File: config.mk
export PLATFORM = sky130hd
export DESIGN_NAME = nt1_pin_control_status
export DESIGN_NICKNAME = d
export VERILOG_FILES = /design/src/inc/nt1_pkg.sv /design/src/nt1_pin_control_status.sv
export SDC_FILE = /design/constraint.sdc
export NUM_CORES = 1
export LEC_CHECK = 0
export BUFFER_PORTS_ARGS = -buffer_cell sky130_fd_sc_hd__buf_2
export CORE_MARGIN = 3
export CORE_UTILIZATION = 49
export DETAILED_ROUTE_END_ITERATION = 12
export GPL_ROUTABILITY_DRIVEN = 1
export PLACE_DENSITY = 0.79
export SETUP_SLACK_MARGIN = 0.2
export SYNTH_ARGS = -nofsm -noshare
export SYNTH_HDL_FRONTEND = slang
export SYNTH_SLANG_ARGS = --single-unit
File: constraint.sdc
create_clock -name mclk -period 1.7 [get_ports mclk]
set_input_delay 0.085 -clock mclk [delete_from_list [all_inputs] [get_ports mclk]]
set_output_delay 0.085 -clock mclk [all_outputs]
set_load 0.05 [all_outputs]
File: src/inc/nt1_pkg.sv
package nt1_pkg;

  // ----------------------------------------
  // register map
  // ----------------------------------------
  localparam logic [7:0]  REG_CTRL   = 8'h00;
  localparam logic [7:0]  REG_STRAP  = 8'h04;
  localparam logic [7:0]  REG_STATE  = 8'h08;
  localparam int          CTRL_STAT_EN_BIT = 0;
  localparam logic [31:0] CTRL_RST   = 32'h0000_0001;

  // ----------------------------------------
  // widths and counts
  // ----------------------------------------
  localparam int         SLICE_W        = 4;
  localparam int         STAT_WORD_W    = 8;
  localparam logic [2:0] STAT_LAST_BIT  = 3'h7;
  localparam logic [3:0] SAMPLE_DEFAULT = 4'h8;

  // ----------------------------------------
  // u activation states
  // ----------------------------------------
  typedef enum logic [3:0] {
    U_H1    = 4'b0000, U_H2  = 4'b0001, U_H3  = 4'b0010, U_H4  = 4'b0011,
    U_H5    = 4'b0100, U_H6  = 4'b0101, U_H6A = 4'b0110, U_H7  = 4'b0111,
    U_H8    = 4'b1000, U_H8A = 4'b1001, U_H8B = 4'b1010, U_H8C = 4'b1011,
    U_H9    = 4'b1100, U_H10 = 4'b1101, U_H11 = 4'b1110, U_HX  = 4'b1111
  } u_state_t;

  // ----------------------------------------
  // carriers
  // ----------------------------------------
  typedef struct packed {
    logic               cold_start_only;
    logic               act_timer_expired;
    logic [3:0]         sample_point_sel;
    logic               ext_sampling_select;
    logic [SLICE_W-1:0] slice_ref_pos;
    logic [SLICE_W-1:0] slice_ref_neg;
    logic               full_reset_req;
    logic               full_reset_enable;
    logic               test_mode_n;
    logic [2:0]         test_sel;
    logic               u_only_enable;
    logic               st_only_activation_n;
    logic               actbit_map_sel;
    logic               rx_timing_sel;
    logic               st_loop_b1_n;
    logic               st_loop_b2_n;
    logic               internal_st_select;
    logic               operation_mode_sel;
    logic               pwr_status_a;
    logic               pwr_status_b;
  } strap_t;

  localparam strap_t STRAP_RST = '{test_mode_n: 1'b1, st_only_activation_n: 1'b1,
                                   st_loop_b1_n: 1'b1, st_loop_b2_n: 1'b1,
                                   operation_mode_sel: 1'b1, default: '0};

  typedef struct packed {
    logic cso;
    logic ntm;
    logic ps1;
    logic ps2;
    logic act;
  } m4_t;

  typedef struct packed {
    u_state_t state;
    logic     los;
    logic     sync_lost;
    logic     isw_sync;
    logic     loop2;
    logic     remote_lb;
    logic     maint;
    logic     timer_start;
    logic     rx_uoa;
    logic     act_req;
    logic     st_info3_rx;
    logic     st_info4_tx;
    logic     st_bit_clk;
    logic     tx_pos;
  } core_in_t;

  typedef struct packed {
    logic               force_h1;
    logic               st_force_g3;
    logic               u_attempt_act;
    logic               poweron_act_en;
    logic               pwr_report_en;
    logic               h6_skip_act;
    logic               ignore_dea;
    logic               u_only_act;
    logic               loop_b1;
    logic               loop_b2;
    logic               adaptive_timing;
    logic               ext_sampling;
    logic [3:0]         sample_point;
    logic [SLICE_W-1:0] slice_pos;
    logic [SLICE_W-1:0] slice_neg;
    logic               local_test_en;
    logic [2:0]         local_test_sel;
    logic               cold_start;
    logic               timer_expired;
    logic               hw_mode;
    m4_t                m4;
  } core_ctrl_t;

endpackage

File: src/nt1_pin_control_status.sv
`timescale 1ns/1ns
module nt1_pin_control_status
  import nt1_pkg::*;
(
  // clock and reset
  input  wire logic               mclk,
  input  wire logic               rst,
  // apb slave
  input  wire logic               psel,
  input  wire logic               penable,
  input  wire logic               pwrite,
  input  wire logic [7:0]         paddr,
  input  wire logic [31:0]        pwdata,
  output logic [31:0]             prdata,
  output logic                    pready,
  output logic                    pslverr,
  // strap and control pins
  input  wire logic               cold_start_only,
  input  wire logic               act_timer_expired,
  input  wire logic [3:0]         sample_point_sel,
  input  wire logic               ext_sampling_select,
  input  wire logic [SLICE_W-1:0] slice_ref_pos,
  input  wire logic [SLICE_W-1:0] slice_ref_neg,
  input  wire logic               full_reset_req,
  input  wire logic               full_reset_enable,
  input  wire logic               test_mode_n,
  input  wire logic [2:0]         test_sel,
  input  wire logic               u_only_enable,
  input  wire logic               st_only_activation_n,
  input  wire logic               actbit_map_sel,
  input  wire logic               rx_timing_sel,
  input  wire logic               st_loop_b1_n,
  input  wire logic               st_loop_b2_n,
  input  wire logic               internal_st_select,
  input  wire logic               operation_mode_sel,
  input  wire logic               pwr_status_a,
  input  wire logic               pwr_status_b,
  input  wire logic               recovered_clk_80,
  // transceiver core
  input  wire core_in_t           core_in,
  output core_ctrl_t              core_ctrl,
  // indicator pins
  output logic                    act_timer_enable,
  output logic                    mchan_valid,
  output logic                    u_side_ready,
  output logic                    st_side_ready,
  output logic                    test_indicator,
  output logic                    loop2_indicator,
  output logic                    status_out_a,
  output logic                    status_out_b,
  output logic                    status_frame_pulse,
  output logic                    st_tx_clock,
  output logic                    st_tx_pos
);

  // ----------------------------------------
  // synchronisers
  // ----------------------------------------
  strap_t strap_s1_q;
  strap_t strap_q;
  logic   clk80_s1_q;
  logic   clk80_q;
  logic   clk80_prev_q;
  strap_t strap_raw;

  assign strap_raw = '{cold_start_only, act_timer_expired, sample_point_sel,
                       ext_sampling_select, slice_ref_pos, slice_ref_neg,
                       full_reset_req, full_reset_enable, test_mode_n, test_sel,
                       u_only_enable, st_only_activation_n, actbit_map_sel,
                       rx_timing_sel, st_loop_b1_n, st_loop_b2_n,
                       internal_st_select, operation_mode_sel, pwr_status_a,
                       pwr_status_b};

  // first stage is read by the second stage only
  always_ff @(posedge mclk) begin
    if (rst) begin
      strap_s1_q   <= STRAP_RST;
      strap_q      <= STRAP_RST;
      clk80_s1_q   <= 1'b0;
      clk80_q      <= 1'b0;
      clk80_prev_q <= 1'b0;
    end else begin
      strap_s1_q   <= strap_raw;
      strap_q      <= strap_s1_q;
      clk80_s1_q   <= recovered_clk_80;
      clk80_q      <= clk80_s1_q;
      clk80_prev_q <= clk80_q;
    end
  end

  // ----------------------------------------
  // decoded controls
  // ----------------------------------------
  logic       hw_mode;
  logic       ntm_run;
  logic       full_reset;
  logic       st_forced;
  logic       u_in_ready_state;
  logic       act_m4;
  logic       ps_a_m4;
  logic       ps_b_m4;
  core_ctrl_t ctrl_d;

  assign hw_mode    = strap_q.operation_mode_sel;
  assign ntm_run    = strap_q.test_mode_n;
  assign full_reset = strap_q.full_reset_enable & strap_q.full_reset_req;
  // in hardware mode any of the three low-active pins pulls s/t into G3
  assign st_forced  = ~strap_q.st_only_activation_n
                    | ~strap_q.st_loop_b1_n
                    | ~strap_q.st_loop_b2_n;

  always_comb begin
    case (core_in.state)
      U_H6, U_H6A, U_H7, U_H8, U_H8A,
      U_H8B, U_H8C, U_H9, U_H11: u_in_ready_state = 1'b1;
      default:                   u_in_ready_state = 1'b0;
    endcase
  end

  // during loop 2 the act bit follows the selected convention
  always_comb begin
    if (core_in.loop2) begin
      act_m4 = strap_q.actbit_map_sel;
    end else begin
      act_m4 = core_in.act_req;
    end
  end

  // power status reported only when enabled, else reads as normal power
  assign ps_a_m4 = (ntm_run & strap_q.test_sel[1]) ? strap_q.pwr_status_a : 1'b1;
  assign ps_b_m4 = (ntm_run & strap_q.test_sel[1]) ? strap_q.pwr_status_b : 1'b1;

  always_comb begin
    ctrl_d                 = '0;
    ctrl_d.force_h1        = full_reset;
    ctrl_d.st_force_g3     = hw_mode & st_forced;
    ctrl_d.u_attempt_act   = st_forced & ~u_in_ready_state;
    ctrl_d.poweron_act_en  = ntm_run & strap_q.test_sel[0];
    ctrl_d.pwr_report_en   = ntm_run & strap_q.test_sel[1];
    ctrl_d.h6_skip_act     = ntm_run & ~strap_q.test_sel[2];
    ctrl_d.ignore_dea      = ntm_run & ~strap_q.test_sel[2];
    ctrl_d.u_only_act      = strap_q.u_only_enable & core_in.rx_uoa;
    ctrl_d.loop_b1         = hw_mode & ~strap_q.st_loop_b1_n;
    ctrl_d.loop_b2         = hw_mode & ~strap_q.st_loop_b2_n;
    ctrl_d.adaptive_timing = strap_q.rx_timing_sel;
    ctrl_d.ext_sampling    = strap_q.ext_sampling_select;
    if (strap_q.ext_sampling_select) begin
      ctrl_d.sample_point  = strap_q.sample_point_sel;
      ctrl_d.slice_pos     = strap_q.slice_ref_pos;
      ctrl_d.slice_neg     = strap_q.slice_ref_neg;
    end else begin
      ctrl_d.sample_point  = SAMPLE_DEFAULT;
    end
    ctrl_d.local_test_en   = ~ntm_run;
    ctrl_d.local_test_sel  = ntm_run ? 3'h0 : strap_q.test_sel;
    ctrl_d.cold_start      = strap_q.cold_start_only;
    ctrl_d.timer_expired   = strap_q.act_timer_expired;
    ctrl_d.hw_mode         = hw_mode;
    ctrl_d.m4.cso          = strap_q.cold_start_only;
    ctrl_d.m4.ntm          = strap_q.test_mode_n;
    ctrl_d.m4.ps1          = ps_a_m4;
    ctrl_d.m4.ps2          = ps_b_m4;
    ctrl_d.m4.act          = act_m4;
  end

  always_ff @(posedge mclk) begin
    if (rst) begin
      core_ctrl <= '0;
    end else begin
      core_ctrl <= ctrl_d;
    end
  end

  // ----------------------------------------
  // indicator pins
  // ----------------------------------------
  logic u_ready_d;
  logic st_ready_d;
  logic test_ind_d;

  assign u_ready_d  = u_in_ready_state & ~core_in.los & ~core_in.sync_lost;
  // serial mode has no s/t side, so it can never report ready
  assign st_ready_d = hw_mode & core_in.st_info3_rx & core_in.st_info4_tx;
  assign test_ind_d = core_in.remote_lb | core_in.maint | ~ntm_run | full_reset;

  always_ff @(posedge mclk) begin
    if (rst) begin
      u_side_ready <= 1'b0;
    end else begin
      u_side_ready <= u_ready_d;
    end
  end

  always_ff @(posedge mclk) begin
    if (rst) begin
      st_side_ready <= 1'b0;
    end else begin
      st_side_ready <= st_ready_d;
    end
  end

  always_ff @(posedge mclk) begin
    if (rst) begin
      test_indicator <= 1'b0;
    end else begin
      test_indicator <= test_ind_d;
    end
  end

  always_ff @(posedge mclk) begin
    if (rst) begin
      loop2_indicator <= 1'b0;
    end else begin
      loop2_indicator <= core_in.loop2;
    end
  end

  // timer start and serial valid are never both high: the mode picks one
  always_ff @(posedge mclk) begin
    if (rst) begin
      act_timer_enable <= 1'b0;
    end else begin
      act_timer_enable <= hw_mode & core_in.timer_start;
    end
  end

  always_ff @(posedge mclk) begin
    if (rst) begin
      mchan_valid <= 1'b0;
    end else begin
      mchan_valid <= ~hw_mode & core_in.isw_sync;
    end
  end

  // ----------------------------------------
  // s/t transmit pins
  // ----------------------------------------
  always_ff @(posedge mclk) begin
    if (rst) begin
      st_tx_clock <= 1'b0;
    end else begin
      st_tx_clock <= hw_mode & core_in.st_bit_clk;
    end
  end

  // internal driver in use, so the digital output stays quiet
  always_ff @(posedge mclk) begin
    if (rst) begin
      st_tx_pos <= 1'b0;
    end else begin
      st_tx_pos <= hw_mode & ~strap_q.internal_st_select & core_in.tx_pos;
    end
  end

  // ----------------------------------------
  // apb registers
  // ----------------------------------------
  logic [31:0] ctrl_q;
  logic        acc;
  logic        wr_ev;
  logic        mapped;
  logic [31:0] rd_mux;

  assign acc    = psel & penable & ~pready;
  assign wr_ev  = psel & penable & pready & pwrite;
  assign mapped = (paddr == REG_CTRL) | (paddr == REG_STRAP) | (paddr == REG_STATE);

  always_comb begin
    case (paddr)
      REG_CTRL:  rd_mux = ctrl_q;
      REG_STRAP: rd_mux = {1'b0, strap_q};
      REG_STATE: rd_mux = {16'h0000, core_in.state, 3'h0, core_ctrl.m4,
                           test_indicator, loop2_indicator, st_side_ready,
                           u_side_ready};
      default:   rd_mux = 32'h0000_0000;
    endcase
  end

  // one wait state: ready rises in the second access cycle
  always_ff @(posedge mclk) begin
    if (rst) begin
      pready  <= 1'b0;
      pslverr <= 1'b0;
      prdata  <= 32'h0000_0000;
    end else begin
      pready  <= acc;
      pslverr <= acc & ~mapped;
      prdata  <= (acc & ~pwrite) ? rd_mux : 32'h0000_0000;
    end
  end

  always_ff @(posedge mclk) begin
    if (rst) begin
      ctrl_q <= CTRL_RST;
    end else if (wr_ev && paddr == REG_CTRL) begin
      ctrl_q <= {31'h0000_0000, pwdata[CTRL_STAT_EN_BIT]};
    end
  end

  // ----------------------------------------
  // serial status words
  // ----------------------------------------
  logic                   clk80_fall;
  logic [2:0]             bit_cnt_q;
  logic [STAT_WORD_W-1:0] word_a_q;
  logic [STAT_WORD_W-1:0] word_b_q;
  logic [STAT_WORD_W-1:0] snap_a;
  logic [STAT_WORD_W-1:0] snap_b;
  logic                   stat_en;

  assign clk80_fall = clk80_prev_q & ~clk80_q;
  assign stat_en    = ctrl_q[CTRL_STAT_EN_BIT];
  assign snap_a     = {u_side_ready, st_side_ready, loop2_indicator, test_indicator,
                       act_timer_enable, strap_q.cold_start_only,
                       strap_q.pwr_status_a, strap_q.pwr_status_b};
  assign snap_b     = {core_in.state, core_in.los, core_in.sync_lost,
                       core_in.st_info3_rx, core_in.st_info4_tx};

  // a word is captured whole so its bits stay coherent across 8 periods
  always_ff @(posedge mclk) begin
    if (rst || !stat_en) begin
      bit_cnt_q          <= STAT_LAST_BIT;
      word_a_q           <= '0;
      word_b_q           <= '0;
      status_out_a       <= 1'b0;
      status_out_b       <= 1'b0;
      status_frame_pulse <= 1'b0;
    end else if (clk80_fall) begin
      if (bit_cnt_q == STAT_LAST_BIT) begin
        bit_cnt_q          <= 3'h0;
        status_out_a       <= snap_a[STAT_WORD_W-1];
        status_out_b       <= snap_b[STAT_WORD_W-1];
        word_a_q           <= {snap_a[STAT_WORD_W-2:0], 1'b0};
        word_b_q           <= {snap_b[STAT_WORD_W-2:0], 1'b0};
        status_frame_pulse <= 1'b1;
      end else begin
        bit_cnt_q          <= bit_cnt_q + 3'h1;
        status_out_a       <= word_a_q[STAT_WORD_W-1];
        status_out_b       <= word_b_q[STAT_WORD_W-1];
        word_a_q           <= {word_a_q[STAT_WORD_W-2:0], 1'b0};
        word_b_q           <= {word_b_q[STAT_WORD_W-2:0], 1'b0};
        status_frame_pulse <= 1'b0;
      end
    end
  end

endmodule // nt1_pin_control_status

==> Flow_metrics.wiki, run 1 <==
{| class="wikitable"
! Metric !! Value
|-
| Final wirelength || 11,740 um
|-
| Fin Setup TNS || 0 ns
|-
| Antenna violations before repair || 0
|-
| RSZ-0062 raised after global routing || false
|-
| Synth warn || 0
|-
| Count of cell types in the netlist || 35
|-
| Pin count of the biggest net entering global routing || 57
|-
| Total number of clock tree sinks || about 160
|-
| Required arrival time at the worst endpoint || 2.12 ns
|-
| Net count after synthesis || approximately 550
|-
| Clk slew on worst S/H paths || roughly 0.070 ns
|-
| Number of cells produced by synthesis || between 400 and 500
|-
| Crit Path Class || reg -> reg
|-
| Area grow syn2layout || 40.41%
|-
| Number of antenna diodes || 0
|-
| H-tree Lvls || 4
|-
| Final clock skew || between 0.006 and 0.007 ns
|-
| Maximum achievable frequency || roughly 700 MHz
|-
| Area share of the largest cell type after synthesis || 0.6445
|-
| Total I/O pin count || between 150 and 200
|-
| Hold violation count in the final report || 0
|-
| Effective utilization at floorplan || 0.5070
|-
| Static leakage power || 0.003136 uW
|-
| Weighted congestion reported at the end of routability-driven placement || 0.8415
|-
| 1st-iter DRT viols || between 150 and 200
|-
| Number of global-route vias before repair || between 3,000 and 4,000
|-
| Setup violators final || 0
|-
| Placed instance count || around 710
|-
| Max-slew violation count || 0
|-
| Setup Buffers After CTS || 0
|-
| Via count || between 3,000 and 4,000
|-
| Clock latency on the worst-skew pair || roughly 0.52 ns
|-
| Number of nets in the finished design || approximately 760
|-
| Result of the run || complete, no violations
|-
| Wire length of the first global-routing pass || approximately 19,000 um
|-
| Classification of the worst-slack hold path || in -> reg
|-
| Slew at the pin closest to its max-slew limit || around 0.58 ns
|-
| Floorplan die height || around 110 um
|-
| Sequential share of the synthesized area || 0.6445
|-
| Arr. time, crit path || around 1.8 ns
|-
| Wire length per cell after detailed routing || approximately 15 um
|-
| DPL Wire Length || 7386 um
|-
| Area enclosed by the die boundary || between 10,000 and 15,000 um2
|-
| Biggest area consumer among synthesized cells || sky130_fd_sc_hd__dfxtp_1
|-
| Site row count || 36
|-
| Grt total ovfl || 0
|-
| Peak supply drop || roughly 870 uV
|-
| Root Driver || sky130_fd_sc_hd__clkbuf_8
|-
| Average cell area after synthesis || between 10 and 15 um2
|-
| Max-cap violation count || 0
|-
| Average via count per standard cell || around 4.7
|-
| Critical Path Sink Type || register
|-
| TritonCTS clock tree || yes
|-
| Number of I/O port buffers || between 100 and 150
|-
| Core Region || between 9000 and 10,000 um2
|-
| Overall die width || 107.0 um
|-
| Fraction of final layout cells sized beyond drive strength 1 || 0.3234
|-
| Flop and latch count out of synthesis || between 150 and 200
|-
| Maximum fanout along the worst path || 12
|-
| Deepest clock path buffer count || 2
|-
| Number of remaining DRC errors || 0
|-
| Cell Area, Synth || approximately 5000 um2
|-
| Top post-synthesis cells by area || sky130_fd_sc_hd__dfxtp_1, sky130_fd_sc_hd__nor2b_1, sky130_fd_sc_hd__mux2i_1
|-
| Non-filler instance count after layout || between 800 and 900
|-
| Number of buffers created by CTS || 17
|-
| 1st-pass router iterations || 5
|-
| Areal power density over the cells || 1144 nW/um2
|-
| Fin crit share || 0.8319
|-
| Shortest clock period the worst path allows after layout || roughly 1.4 ns
|-
| Worst slew margin relative to its limit || 0.6114
|-
| Number of nets with antenna violations after routing || 0
|-
| Startpoint type of the worst setup path || register
|-
| Tot GR Track Use || 0.2142
|}
## layout by cell type, fill, tap and decap left out, types with 4 or more instances in the layout
master                          instances
sky130_fd_sc_hd__inv_1                 19
sky130_fd_sc_hd__nor3_1                16
sky130_fd_sc_hd__inv_6                  7
sky130_fd_sc_hd__nor2_1                44
sky130_fd_sc_hd__clkbuf_16             16
sky130_fd_sc_hd__and2_1                 7
sky130_fd_sc_hd__dfxtp_1              161
sky130_fd_sc_hd__mux2i_1               17
sky130_fd_sc_hd__buf_4                 11
sky130_fd_sc_hd__nor3_2                17
sky130_fd_sc_hd__nand2_1               12
sky130_fd_sc_hd__buf_2                141
sky130_fd_sc_hd__a21oi_1                5
sky130_fd_sc_hd__a22oi_1               12
sky130_fd_sc_hd__a211oi_1              12
sky130_fd_sc_hd__nand2b_1               4
sky130_fd_sc_hd__dlygate4sd3_1         64
sky130_fd_sc_hd__nor2b_1               60
sky130_fd_sc_hd__clkinv_2               4
sky130_fd_sc_hd__or2_2                 11
## flip-flops by register name (all words and copies together), names as in the netlist, 2 cells and up
name / count
bit_cnt_q: 3
strap_s1_q: 31
core_ctrl: 34
ctrl_d: 4
word_b_q: 7
prdata: 31
word_a_q: 7
snap_a: 2
strap_q: 23
## cell type report
cell class / count / area [um2]
Tap cell: 133 / 166.4
Sequential cell: 161 / 3223
Inverter: 19 / 71.32
Clock inverter: 15 / 121.4
Timing Repair Buffer: 217 / 1449
Fill cell: 692 / 2843
Clock buffer: 17 / 414.1
Multi-Input combinational cell: 245 / 1577
## per-stage QoR
stage / hold WS, ns / setup WS, ns / instance area, um2 / utilization / power (uW)
floorplan: 0.1888 / 0.2431 / 5001 / - / 4385
global placement: 0.2713 / 0.3272 / 5833 / 0.5913 / 4556
detailed placement: 0.2725 / 0.3144 / 5833 / 0.5913 / 4570
CTS: 0.001050 / 0.2675 / 7009 / 0.7106 / 8066
global route: 0.03603 / 0.2012 / 7022 / 0.7118 / 8308
finish: 0.01796 / 0.2858 / 7022 / 0.7118 / 8033
## per-layer routing
metal / global-route usage / wire, um / vias to the layer above
met5: 0 / 0 / -
met2: 0.3673 / 5878 / 148
li1: - / - / 1892
met4: 0.09132 / 269 / 0
met1: 0.2493 / 4847 / 1739
met3: 0.06141 / 742 / 25
## logic make-up (layout without fill, tap and decap cells)
family                     Yosys count  in the layout  share of synthesized area
buffers and inverters               49            268                    0.04328
other                                1              1                  0.0007498
DFF                                161            161                     0.6445
muxes                               17             17                    0.03402
AOI/OAI and AO/OA                   36             36                    0.05104
and+or+nand+nor                    189            189                     0.2214
adders and majority gates            2              2                   0.005003
## cells in the mapped netlist
| library cell | count |
|---|---|
| sky130_fd_sc_hd__a211o_1 | 1 |
| sky130_fd_sc_hd__a211oi_1 | 14 |
| sky130_fd_sc_hd__a21boi_0 | 1 |
| sky130_fd_sc_hd__a21oi_1 | 5 |
| sky130_fd_sc_hd__a22oi_1 | 12 |
| sky130_fd_sc_hd__a31oi_1 | 1 |
| sky130_fd_sc_hd__and2_1 | 7 |
| sky130_fd_sc_hd__and3_1 | 2 |
| sky130_fd_sc_hd__and4bb_1 | 1 |
| sky130_fd_sc_hd__buf_1 | 2 |
| sky130_fd_sc_hd__buf_2 | 8 |
| sky130_fd_sc_hd__buf_4 | 6 |
| sky130_fd_sc_hd__clkbuf_1 | 14 |
| sky130_fd_sc_hd__conb_1 | 1 |
| sky130_fd_sc_hd__dfxtp_1 | 161 |
| sky130_fd_sc_hd__ha_1 | 2 |
| sky130_fd_sc_hd__inv_1 | 19 |
| sky130_fd_sc_hd__mux2i_1 | 17 |
| sky130_fd_sc_hd__nand2_1 | 12 |
| sky130_fd_sc_hd__nand2b_1 | 4 |
| sky130_fd_sc_hd__nand3_1 | 3 |
| sky130_fd_sc_hd__nand3b_1 | 2 |
| sky130_fd_sc_hd__nand4_1 | 1 |
| sky130_fd_sc_hd__nand4b_1 | 1 |
| sky130_fd_sc_hd__nor2_1 | 44 |
| sky130_fd_sc_hd__nor2b_1 | 62 |
| sky130_fd_sc_hd__nor3_1 | 16 |
| sky130_fd_sc_hd__nor3_2 | 17 |
| sky130_fd_sc_hd__nor3b_1 | 3 |
| sky130_fd_sc_hd__nor4_1 | 1 |
| sky130_fd_sc_hd__nor4_2 | 1 |
| sky130_fd_sc_hd__nor4bb_1 | 1 |
| sky130_fd_sc_hd__o21a_1 | 1 |
| sky130_fd_sc_hd__o21ai_0 | 1 |
| sky130_fd_sc_hd__or2_2 | 11 |
## power breakdown
part	switching, uW	internal, uW
logic	371	299
clock network	1580	1840
registers	51.1	3890
total	2000	6030
## critical path, cell delays in order (launching register included)
cell and delay (ns):
sky130_fd_sc_hd__dfxtp_1 0.33, sky130_fd_sc_hd__ha_1 0.20, sky130_fd_sc_hd__ha_1 0.19, sky130_fd_sc_hd__buf_4 0.20
sky130_fd_sc_hd__mux2i_1 0.14, sky130_fd_sc_hd__a211oi_1 0.26
## final timing paths
kind	slack [ns]	to	from	depth (start not counted)
worst min-delay path	0.02	core_ctrl[24]	rst	3
worst max-delay path	0.29	word_b_q[5]	bit_cnt_q[0]	5
worst min register to register	0.41	hw_mode	strap_s1_q[2]	1
worst max register to register	0.29	word_b_q[5]	bit_cnt_q[0]	5
## repair_timing
action,CTS,global route
gates resized for setup,0,3
hold buffers,64,0
hold endpoints to repair,61,0
setup endpoints to repair,0,8
(Power assumes the default switching activity.)
==> run 2: changes to the inputs <==
- ABC_AREA: default -> 1
- CORE_UTILIZATION: 49 -> 50
- clock period: 1.7 -> 1.45 ns (I/O delays scaled with it)
==> run 2 against run 1 <==
Against the previous run:
- register-to-register slack got worse by 0.11 ns
- first-iteration DRC count increased by 65%
- global-route usage increased by 0.93 points
- non-clock buffer count increased by 6
- hold slack about the same
- count of clock-buffer cells in the layout unchanged
- sequential share of layout area decreased by 3.2 points
- fmax increased by 11%
- clock power increased by 31%
- clock skew increased by 0.0030 ns
- synthesized cell count increased by 33%
- highest routed layer unchanged
==> Flow_metrics.wiki, run 2 <==
{| class="wikitable"
! Metric !! Value
|-
| Worst setup slack after layout || 0.1756 ns (-0.1102 ns)
|-
| Root Driver || sky130_fd_sc_hd__clkbuf_8
|-
| Number of I/O port buffers || 142 (unchanged)
|-
| Shortest clock period the worst path allows after layout || 1.274 ns (-0.1398 ns)
|-
| 1st-pass router iterations || 4 (-1)
|-
| Power share of the clock group || 0.452 (+0.026)
|-
| Floorplan die height || 109.2 um (+2.0%)
|-
| Wire length of the first global-routing pass || 20,390 um (+8.2%)
|-
| Result of the run || complete, no violations
|-
| Fin Setup TNS || 0 ns (unchanged)
|-
| Clock latency on the worst-skew pair || 0.52 ns (about the same)
|-
| Peak supply drop || 1011 uV (+16%)
|-
| Cell Area, Synth || 5320 um2 (+6.4%)
|-
| Most used DFF post-synth || sky130_fd_sc_hd__dfxtp_1
|-
| Hold violation count in the final report || 0 (unchanged)
|-
| Clk slew on worst S/H paths || 0.07 ns (about the same)
|-
| Final wirelength || 13,020 um (+11%)
|-
| Classification of the worst-slack hold path || in -> reg
|-
| DPL Wire Length || 8070 um (+9.3%)
|-
| Most frequent cells in the layout || sky130_fd_sc_hd__dfxtp_1, sky130_fd_sc_hd__buf_2, sky130_fd_sc_hd__nor2_1
|-
| Final-layout fill cell count || 657 (-5.1%)
|-
| Fraction of final layout cells sized beyond drive strength 1 || 0.3093 (-0.01418)
|-
| Combinational Power Share || 0.080 (-0.003)
|-
| Slowest stage delay, CP || 0.36 ns (+0.03 ns)
|-
| Tot GR Track Use || 0.2235 (+0.009304)
|-
| Top post-synthesis cells by area || sky130_fd_sc_hd__dfxtp_1, sky130_fd_sc_hd__nor2_1, sky130_fd_sc_hd__inv_1
|-
| Global Route met3 Usage || 0.06039 (-0.001018)
|-
| Most frequent cells after synthesis || sky130_fd_sc_hd__dfxtp_1, sky130_fd_sc_hd__nor2_1, sky130_fd_sc_hd__inv_1, sky130_fd_sc_hd__nand2_1, sky130_fd_sc_hd__nor3_1
|-
| Number of nets with antenna violations after routing || 0 (unchanged)
|-
| Areal power density over the cells || 1306 nW/um2 (+14%)
|-
| RSZ-0062 raised after global routing || true
|-
| Effective utilization at floorplan || 0.5153 (+0.008355)
|-
| Cell breakdown of the critical path || ha_4 > ha_4 > buf_6 > nor3_1 > nor3_1
|-
| Max reg flops || 34 (unchanged)
|-
| Most common cell after layout, fill and taps aside || sky130_fd_sc_hd__dfxtp_1
|-
| Critical Path Sink Type || register
|-
| Area enclosed by the die boundary || 11,910 um2 (+4.0%)
|-
| Flop and latch count out of synthesis || 161 (unchanged)
|-
| Site row count || 37 (+2.8%)
|-
| Average via count per standard cell || 4.576 (-2.9%)
|-
| Max-slew violation count || 0 (unchanged)
|-
| Overall die width || 109.2 um (+2.0%)
|-
| Required arrival time at the worst endpoint || 1.85 ns (-0.27 ns)
|-
| Weighted congestion reported at the end of routability-driven placement || 0.8806 (+4.6%)
|-
| Static leakage power || 0.003590 uW (+14%)
|-
| Count of cell types in the netlist || 30 (-14%)
|-
| Cell with the biggest individual delay on the critical path || sky130_fd_sc_hd__dfxtp_4
|-
| Number of antenna diodes || 0 (unchanged)
|-
| Sequential share of the synthesized area || 0.6058 (-0.03865)
|-
| Internal Power || 7437 uW (+23%)
|-
| Maximum achievable frequency || 784.7 MHz (+11%)
|-
| Register bank with the most flops || core_ctrl
|-
| 1st-iter DRT viols || 278 (+65%)
|-
| Crit Path Class || reg -> reg
|-
| Number of enable flip-flop cells after synthesis || 0 (unchanged)
|-
| Net load switching power || 2456 uW (+23%)
|-
| Number of remaining DRC errors || 0 (unchanged)
|-
| Grt total ovfl || 0 (unchanged)
|-
| Number of nets in the finished design || 914 (+21%)
|-
| Antenna violations before repair || 0 (unchanged)
|-
| Deepest clock path buffer count || 2 (unchanged)
|-
| Maximum fanout along the worst path || 11 (-1)
|-
| Wire length per cell after detailed routing || 13.46 um (-7.5%)
|-
| Worst setup slack after placement || 0.1192 ns (-0.1952 ns)
|-
| Average cell area after synthesis || 8.808 um2 (-20%)
|-
| Fin crit share || 0.8789 (+0.04704)
|-
| Total number of clock tree sinks || 161 (unchanged)
|-
| Max-cap violation count || 0 (unchanged)
|-
| Most frequent cell after synthesis || sky130_fd_sc_hd__dfxtp_1
|-
| Net count after synthesis || 700 (+27%)
|-
| Via count || 4,425 (+16%)
|-
| Biggest regs || core_ctrl: 34 flops, prdata: 31 flops, strap_s1_q: 31 flops
|-
| Startpoint type of the worst setup path || register
|-
| Arr. time, crit path || 1.67 ns (-0.17 ns)
|-
| Area grow syn2layout || 42.36%
|-
| Final Core Density || 0.7336 (+0.02179)
|-
| Global Route met1 Usage || 0.2510 (+0.001714)
|-
| Asr flop ratio synth || 0 (unchanged)
|-
| Setup violators final || 0 (unchanged)
|-
| TritonCTS clock tree || yes
|-
| Most used routing layer in global routing || met2
|-
| Biggest area consumer among synthesized cells || sky130_fd_sc_hd__dfxtp_1
|-
| H-tree Lvls || 4 (unchanged)
|-
| Switching share of power || 0.2483 (-0.001179)
|-
| Number of global-route vias before repair || 4,425 (+14%)
|-
| Part of the total power dissipated in sequential elements || 0.469 (-0.022)
|-
| Total I/O pin count || 175 (unchanged)
|-
| Met2 demand-to-capacity share in global routing || 0.4057 (+0.03841)
|-
| Area share of the largest cell type after synthesis || 0.6058 (-0.03865)
|-
| Synth warn || 0 (unchanged)
|-
| Core Region || 10,320 um2 (+4.7%)
|-
| Number of buffers created by CTS || 17 (unchanged)
|-
| Pin count of the biggest net entering global routing || 42 (-26%)
|-
| Final clock skew || 0.009139 ns (+0.002999 ns)
|-
| Number of cells produced by synthesis || 604 (+33%)
|}
-- run 2: kinds of logic (layout without fill, tap and decap cells) --
kind of cell | after synthesis | after routing | share of synthesized area
compound gates | 25 | 25 | 0.02517
simple gates | 277 | 277 | 0.2528
fa+ha+maj | 2 | 2 | 0.004703
other cells | 1 | 1 | 0.0007049
flops | 161 | 161 | 0.6058
buf+inv | 138 | 365 | 0.1108
-- run 2: timing repair --
action	in CTS	in global routing
hold buffers	65	0
resized for setup	12	31
setup buffers	5	1
endpoints found under the hold margin	59	0
setup endpoints to repair	21	44
-- run 2: layout make-up --
class / instances / area (um2) / area share
Clock buffer: 17 / 414.1 / 0.05468
Clock inverter: 15 / 187.7 / 0.02478
Inverter: 110 / 430.4 / 0.05683
Multi-Input combinational cell: 305 / 1597 / 0.2108
Sequential cell: 161 / 3234 / 0.4271
Tap cell: 136 / 170.2 / 0.02247
Timing Repair Buffer: 223 / 1540 / 0.2034
-- run 2: critical path: cells and delay by family, from the launching register on --
kind,cells,cell delay (ns)
fa+ha+maj,2,0.34
flops,1,0.36
simple gates,2,0.31
buf+inv,1,0.15
-- run 2: through the flow --
stage          area (um2)  hold WS, ns  cells  power [uW]
3_3_place_gp         6138       0.2588    864        5316
5_1_grt              7574      0.05457    967       10240
4_1_cts              7462    0.0003842    966        9892
6_report             7574      0.01775    967        9893
2_1_floorplan        5369       0.1763    604        5127
3_5_place_dp         6138       0.2573    864        5328
-- run 2: power by group through the flow --
stage	sequential, uW	clock [uW]	combinational (uW)
2_1_floorplan	4850	0	275
6_report	4640	4470	788
3_5_place_dp	4730	0	599
3_3_place_gp	4730	0	590
5_1_grt	4650	4730	857
4_1_cts	4630	4510	753
-- run 2: metal layers --
| layer | up-vias | part of all wire | routed length [um] |
|---|---|---|---|
| met5 | - | 0 | 0 |
| met4 | 0 | 0.018 | 234 |
| met3 | 25 | 0.053 | 694 |
| met2 | 156 | 0.53 | 6897 |
| met1 | 2006 | 0.40 | 5189 |
| li1 | 2238 | - | - |
-- run 2: final timing paths --
check                                     from           to  slack (ns)  cells past startpoint
worst max-delay path              bit_cnt_q[0]  word_a_q[4]        0.18                      5
worst min-delay path                  paddr[3]    ctrl_q[0]        0.02                      7
worst max register to register    bit_cnt_q[0]  word_a_q[4]        0.18                      5
worst min register to register  strap_s1_q[19]  strap_q[19]        0.40                      2
==> run 3: changes to the inputs <==
- PLACE_DENSITY: 0.79 -> 0.75
==> run 3 against run 2 <==
Against the previous run:
- sequential cell count unchanged
- fmax down 1.1%
- critical path depth up 3
- die area unchanged
- clock power about the same
- sequential power about the same
- sequential share of layout area down 0.42 points
- first-iteration DRC count up 9.4%
- non-clock buffer count down 3
- critical path type unchanged
==> Flow_metrics.wiki, run 3 (synthesized netlist as in run 2, its figures left out) <==
{| class="wikitable"
! Metric !! Value
|-
| Number of nets with antenna violations after routing || 0 (unchanged)
|-
| Cell with the biggest individual delay on the critical path || sky130_fd_sc_hd__dfxtp_4
|-
| TritonCTS clock tree || yes
|-
| Most common cell after layout, fill and taps aside || sky130_fd_sc_hd__dfxtp_1
|-
| H-tree Lvls || 4 (unchanged)
|-
| Number of buffers created by CTS || 17 (unchanged)
|-
| Antenna violations before repair || 0 (unchanged)
|-
| Number of nets in the finished design || 913 (-0.11%)
|-
| CP Buf/Inv Count || 3 (+2)
|-
| Largest delay share family, worst path || flip-flops
|-
| Final-layout fill cell count || 707 (+7.6%)
|-
| Static leakage power || 0.003611 uW (+0.58%)
|-
| Number of antenna diodes || 0 (unchanged)
|-
| Setup violators final || 0 (unchanged)
|-
| Fin crit share || 0.8883 (+0.009348)
|-
| Critical Path Sink Type || register
|-
| Fraction of final layout cells sized beyond drive strength 1 || 0.3229 (+0.01363)
|-
| Storage element area || 3232 um2 (about the same)
|-
| Hold violation count in the final report || 0 (unchanged)
|-
| Pin count of the biggest net entering global routing || 35 (-17%)
|-
| Site row count || 37 (unchanged)
|-
| DPL Wire Length || 8160 um (+1.1%)
|-
| Classification of the worst-slack hold path || in -> reg
|-
| Root Driver || sky130_fd_sc_hd__clkbuf_8
|-
| Final clock skew || 0.007837 ns (-0.001302 ns)
|-
| Required arrival time at the worst endpoint || 1.86 ns (about the same)
|-
| Final wirelength || 13,370 um (+2.7%)
|-
| Area enclosed by the die boundary || 11,910 um2 (unchanged)
|-
| Number of global-route vias before repair || 4,376 (-1.1%)
|-
| Total I/O pin count || 175 (unchanged)
|-
| Wire length per cell after detailed routing || 13.84 um (+2.8%)
|-
| Tot GR Track Use || 0.2206 (-0.002947)
|-
| 1st-iter DRT viols || 304 (+9.4%)
|-
| Total number of clock tree sinks || 161 (unchanged)
|-
| Clock latency on the worst-skew pair || 0.52 ns (about the same)
|-
| Max-slew violation count || 0 (unchanged)
|-
| Most frequent cells in the layout || sky130_fd_sc_hd__dfxtp_1, sky130_fd_sc_hd__buf_2, sky130_fd_sc_hd__nor2_1
|-
| Result of the run || complete, no violations
|-
| Register bank with the most flops || core_ctrl
|-
| Floorplan die height || 109.2 um (unchanged)
|-
| Peak supply drop || 994.5 uV (-1.7%)
|-
| Effective utilization at floorplan || 0.5153 (unchanged)
|-
| Average via count per standard cell || 4.623 (+1.0%)
|-
| Crit Path Class || reg -> reg
|-
| Shortest clock period the worst path allows after layout || 1.288 ns (+0.01355 ns)
|-
| Slowest stage delay, CP || 0.37 ns (about the same)
|-
| Arr. time, crit path || 1.70 ns (+0.03 ns)
|-
| 1st-pass router iterations || 8 (+4)
|-
| Number of remaining DRC errors || 0 (unchanged)
|-
| Weighted congestion reported at the end of routability-driven placement || 0.8375 (-4.9%)
|-
| Wire length of the first global-routing pass || 20,160 um (-1.1%)
|-
| Overall die width || 109.2 um (unchanged)
|-
| Startpoint type of the worst setup path || register
|-
| Area grow syn2layout || 43.67%
|-
| Core Region || 10,320 um2 (unchanged)
|-
| Cell breakdown of the critical path || ha_4 > ha_4 > inv_4 > nor2_4 > buf_12 > inv_12 > nor2_4 > nor3_2
|-
| Multi-input gate area || 1670 um2 (+4.6%)
|-
| Biggest regs || core_ctrl: 34 flops, prdata: 31 flops, strap_s1_q: 31 flops
|-
| Maximum achievable frequency || 776.4 MHz (-1.1%)
|-
| Maximum fanout along the worst path || 7 (-4)
|-
| Grt total ovfl || 0 (unchanged)
|-
| Areal power density over the cells || 1294 nW/um2 (-0.95%)
|-
| RSZ-0062 raised after global routing || true
|-
| Clk slew on worst S/H paths || 0.07 ns (about the same)
|-
| Fin Setup TNS || 0 ns (unchanged)
|-
| Deepest clock path buffer count || 2 (unchanged)
|-
| Max-cap violation count || 0 (unchanged)
|-
| Number of I/O port buffers || 142 (unchanged)
|-
| Power after layout || 9889 uW (about the same)
|-
| Max reg flops || 34 (unchanged)
|-
| Via count || 4,466 (+0.93%)
|}
## run 3: cell count changes in the layout (fill, tap and decap cells not counted), moves of 3 or more
cell and delta:
sky130_fd_sc_hd__clkbuf_4 -3, sky130_fd_sc_hd__a21oi_1 -3, sky130_fd_sc_hd__nor3_1 -5, sky130_fd_sc_hd__nor2_4 +5, sky130_fd_sc_hd__nor2_1 -7, sky130_fd_sc_hd__nor3_2 +5, sky130_fd_sc_hd__a21oi_2 +3
## run 3: final timing paths
kind	endpoint	start	slack, ns	depth (start not counted)
worst max-delay path	word_a_q[2]	bit_cnt_q[0]	0.16	8
worst min-delay path	pslverr	paddr[3]	0.06	6
worst min register to register	ctrl_d[25]	strap_s1_q[6]	0.40	2
worst max register to register	word_a_q[2]	bit_cnt_q[0]	0.16	8
## run 3: metrics by stage
| stage | cells | instance area (um2) | worst slack [ns] | util | hold slack (ns) |
|---|---|---|---|---|---|
| final | 966 | 7644 | 0.1620 | 0.7404 | 0.05610 |
| after floorplan | 604 | 5369 | 0.1654 | - | 0.1763 |
| after detailed placement | 865 | 6146 | 0.1584 | 0.5953 | 0.2597 |
| after CTS | 961 | 7407 | 0.1731 | 0.7175 | 0.03595 |
| after global routing | 966 | 7644 | 0.1077 | 0.7404 | 0.07125 |
| after global placement | 865 | 6146 | 0.2179 | 0.5953 | 0.2571 |
## run 3: worst reg2reg max path, stage by stage, from the launching register on
cell and delay [ns]:
sky130_fd_sc_hd__dfxtp_4 0.37, sky130_fd_sc_hd__ha_4 0.14, sky130_fd_sc_hd__ha_4 0.16, sky130_fd_sc_hd__inv_4 0.04, sky130_fd_sc_hd__nor2_4 0.16, sky130_fd_sc_hd__buf_12 0.15
sky130_fd_sc_hd__inv_12 0.05, sky130_fd_sc_hd__nor2_4 0.07, sky130_fd_sc_hd__nor3_2 0.05
## run 3: metal layers
metal | GRT usage | part of all wire | vias up
li1 | - | - | 2235
met1 | 0.2395 | 0.40 | 2047
met2 | 0.4079 | 0.53 | 158
met3 | 0.05802 | 0.053 | 26
met4 | 0.08206 | 0.021 | 0
met5 | 0 | 0 | -
## run 3: timing repair
action                     in CTS  in global routing
pin swaps                       0                  4
cloned                          0                  2
buffers inserted                0                  3
resized for setup               7                 58
setup endpoints to repair      20                 44
hold buffers                   64                  0
hold endpoints to repair       57                  0
## run 3: power breakdown
part	total (uW)	internal [uW]	switching, uW
clock	4450	2540	1920
sequential	4630	4560	72.4
combinational	802	328	473
## run 3: layout make-up
| cell class | instances | share of cell area |
|---|---|---|
| inverter | 110 | 0.05631 |
| tap | 136 | 0.02226 |
| sequential | 161 | 0.4228 |
| timing repair inverter | 2 | 0.003110 |
| timing repair buffer | 220 | 0.1986 |
| clock inverter | 15 | 0.02423 |
| multi-input combinational | 305 | 0.2185 |
| clock buffer | 17 | 0.05418 |
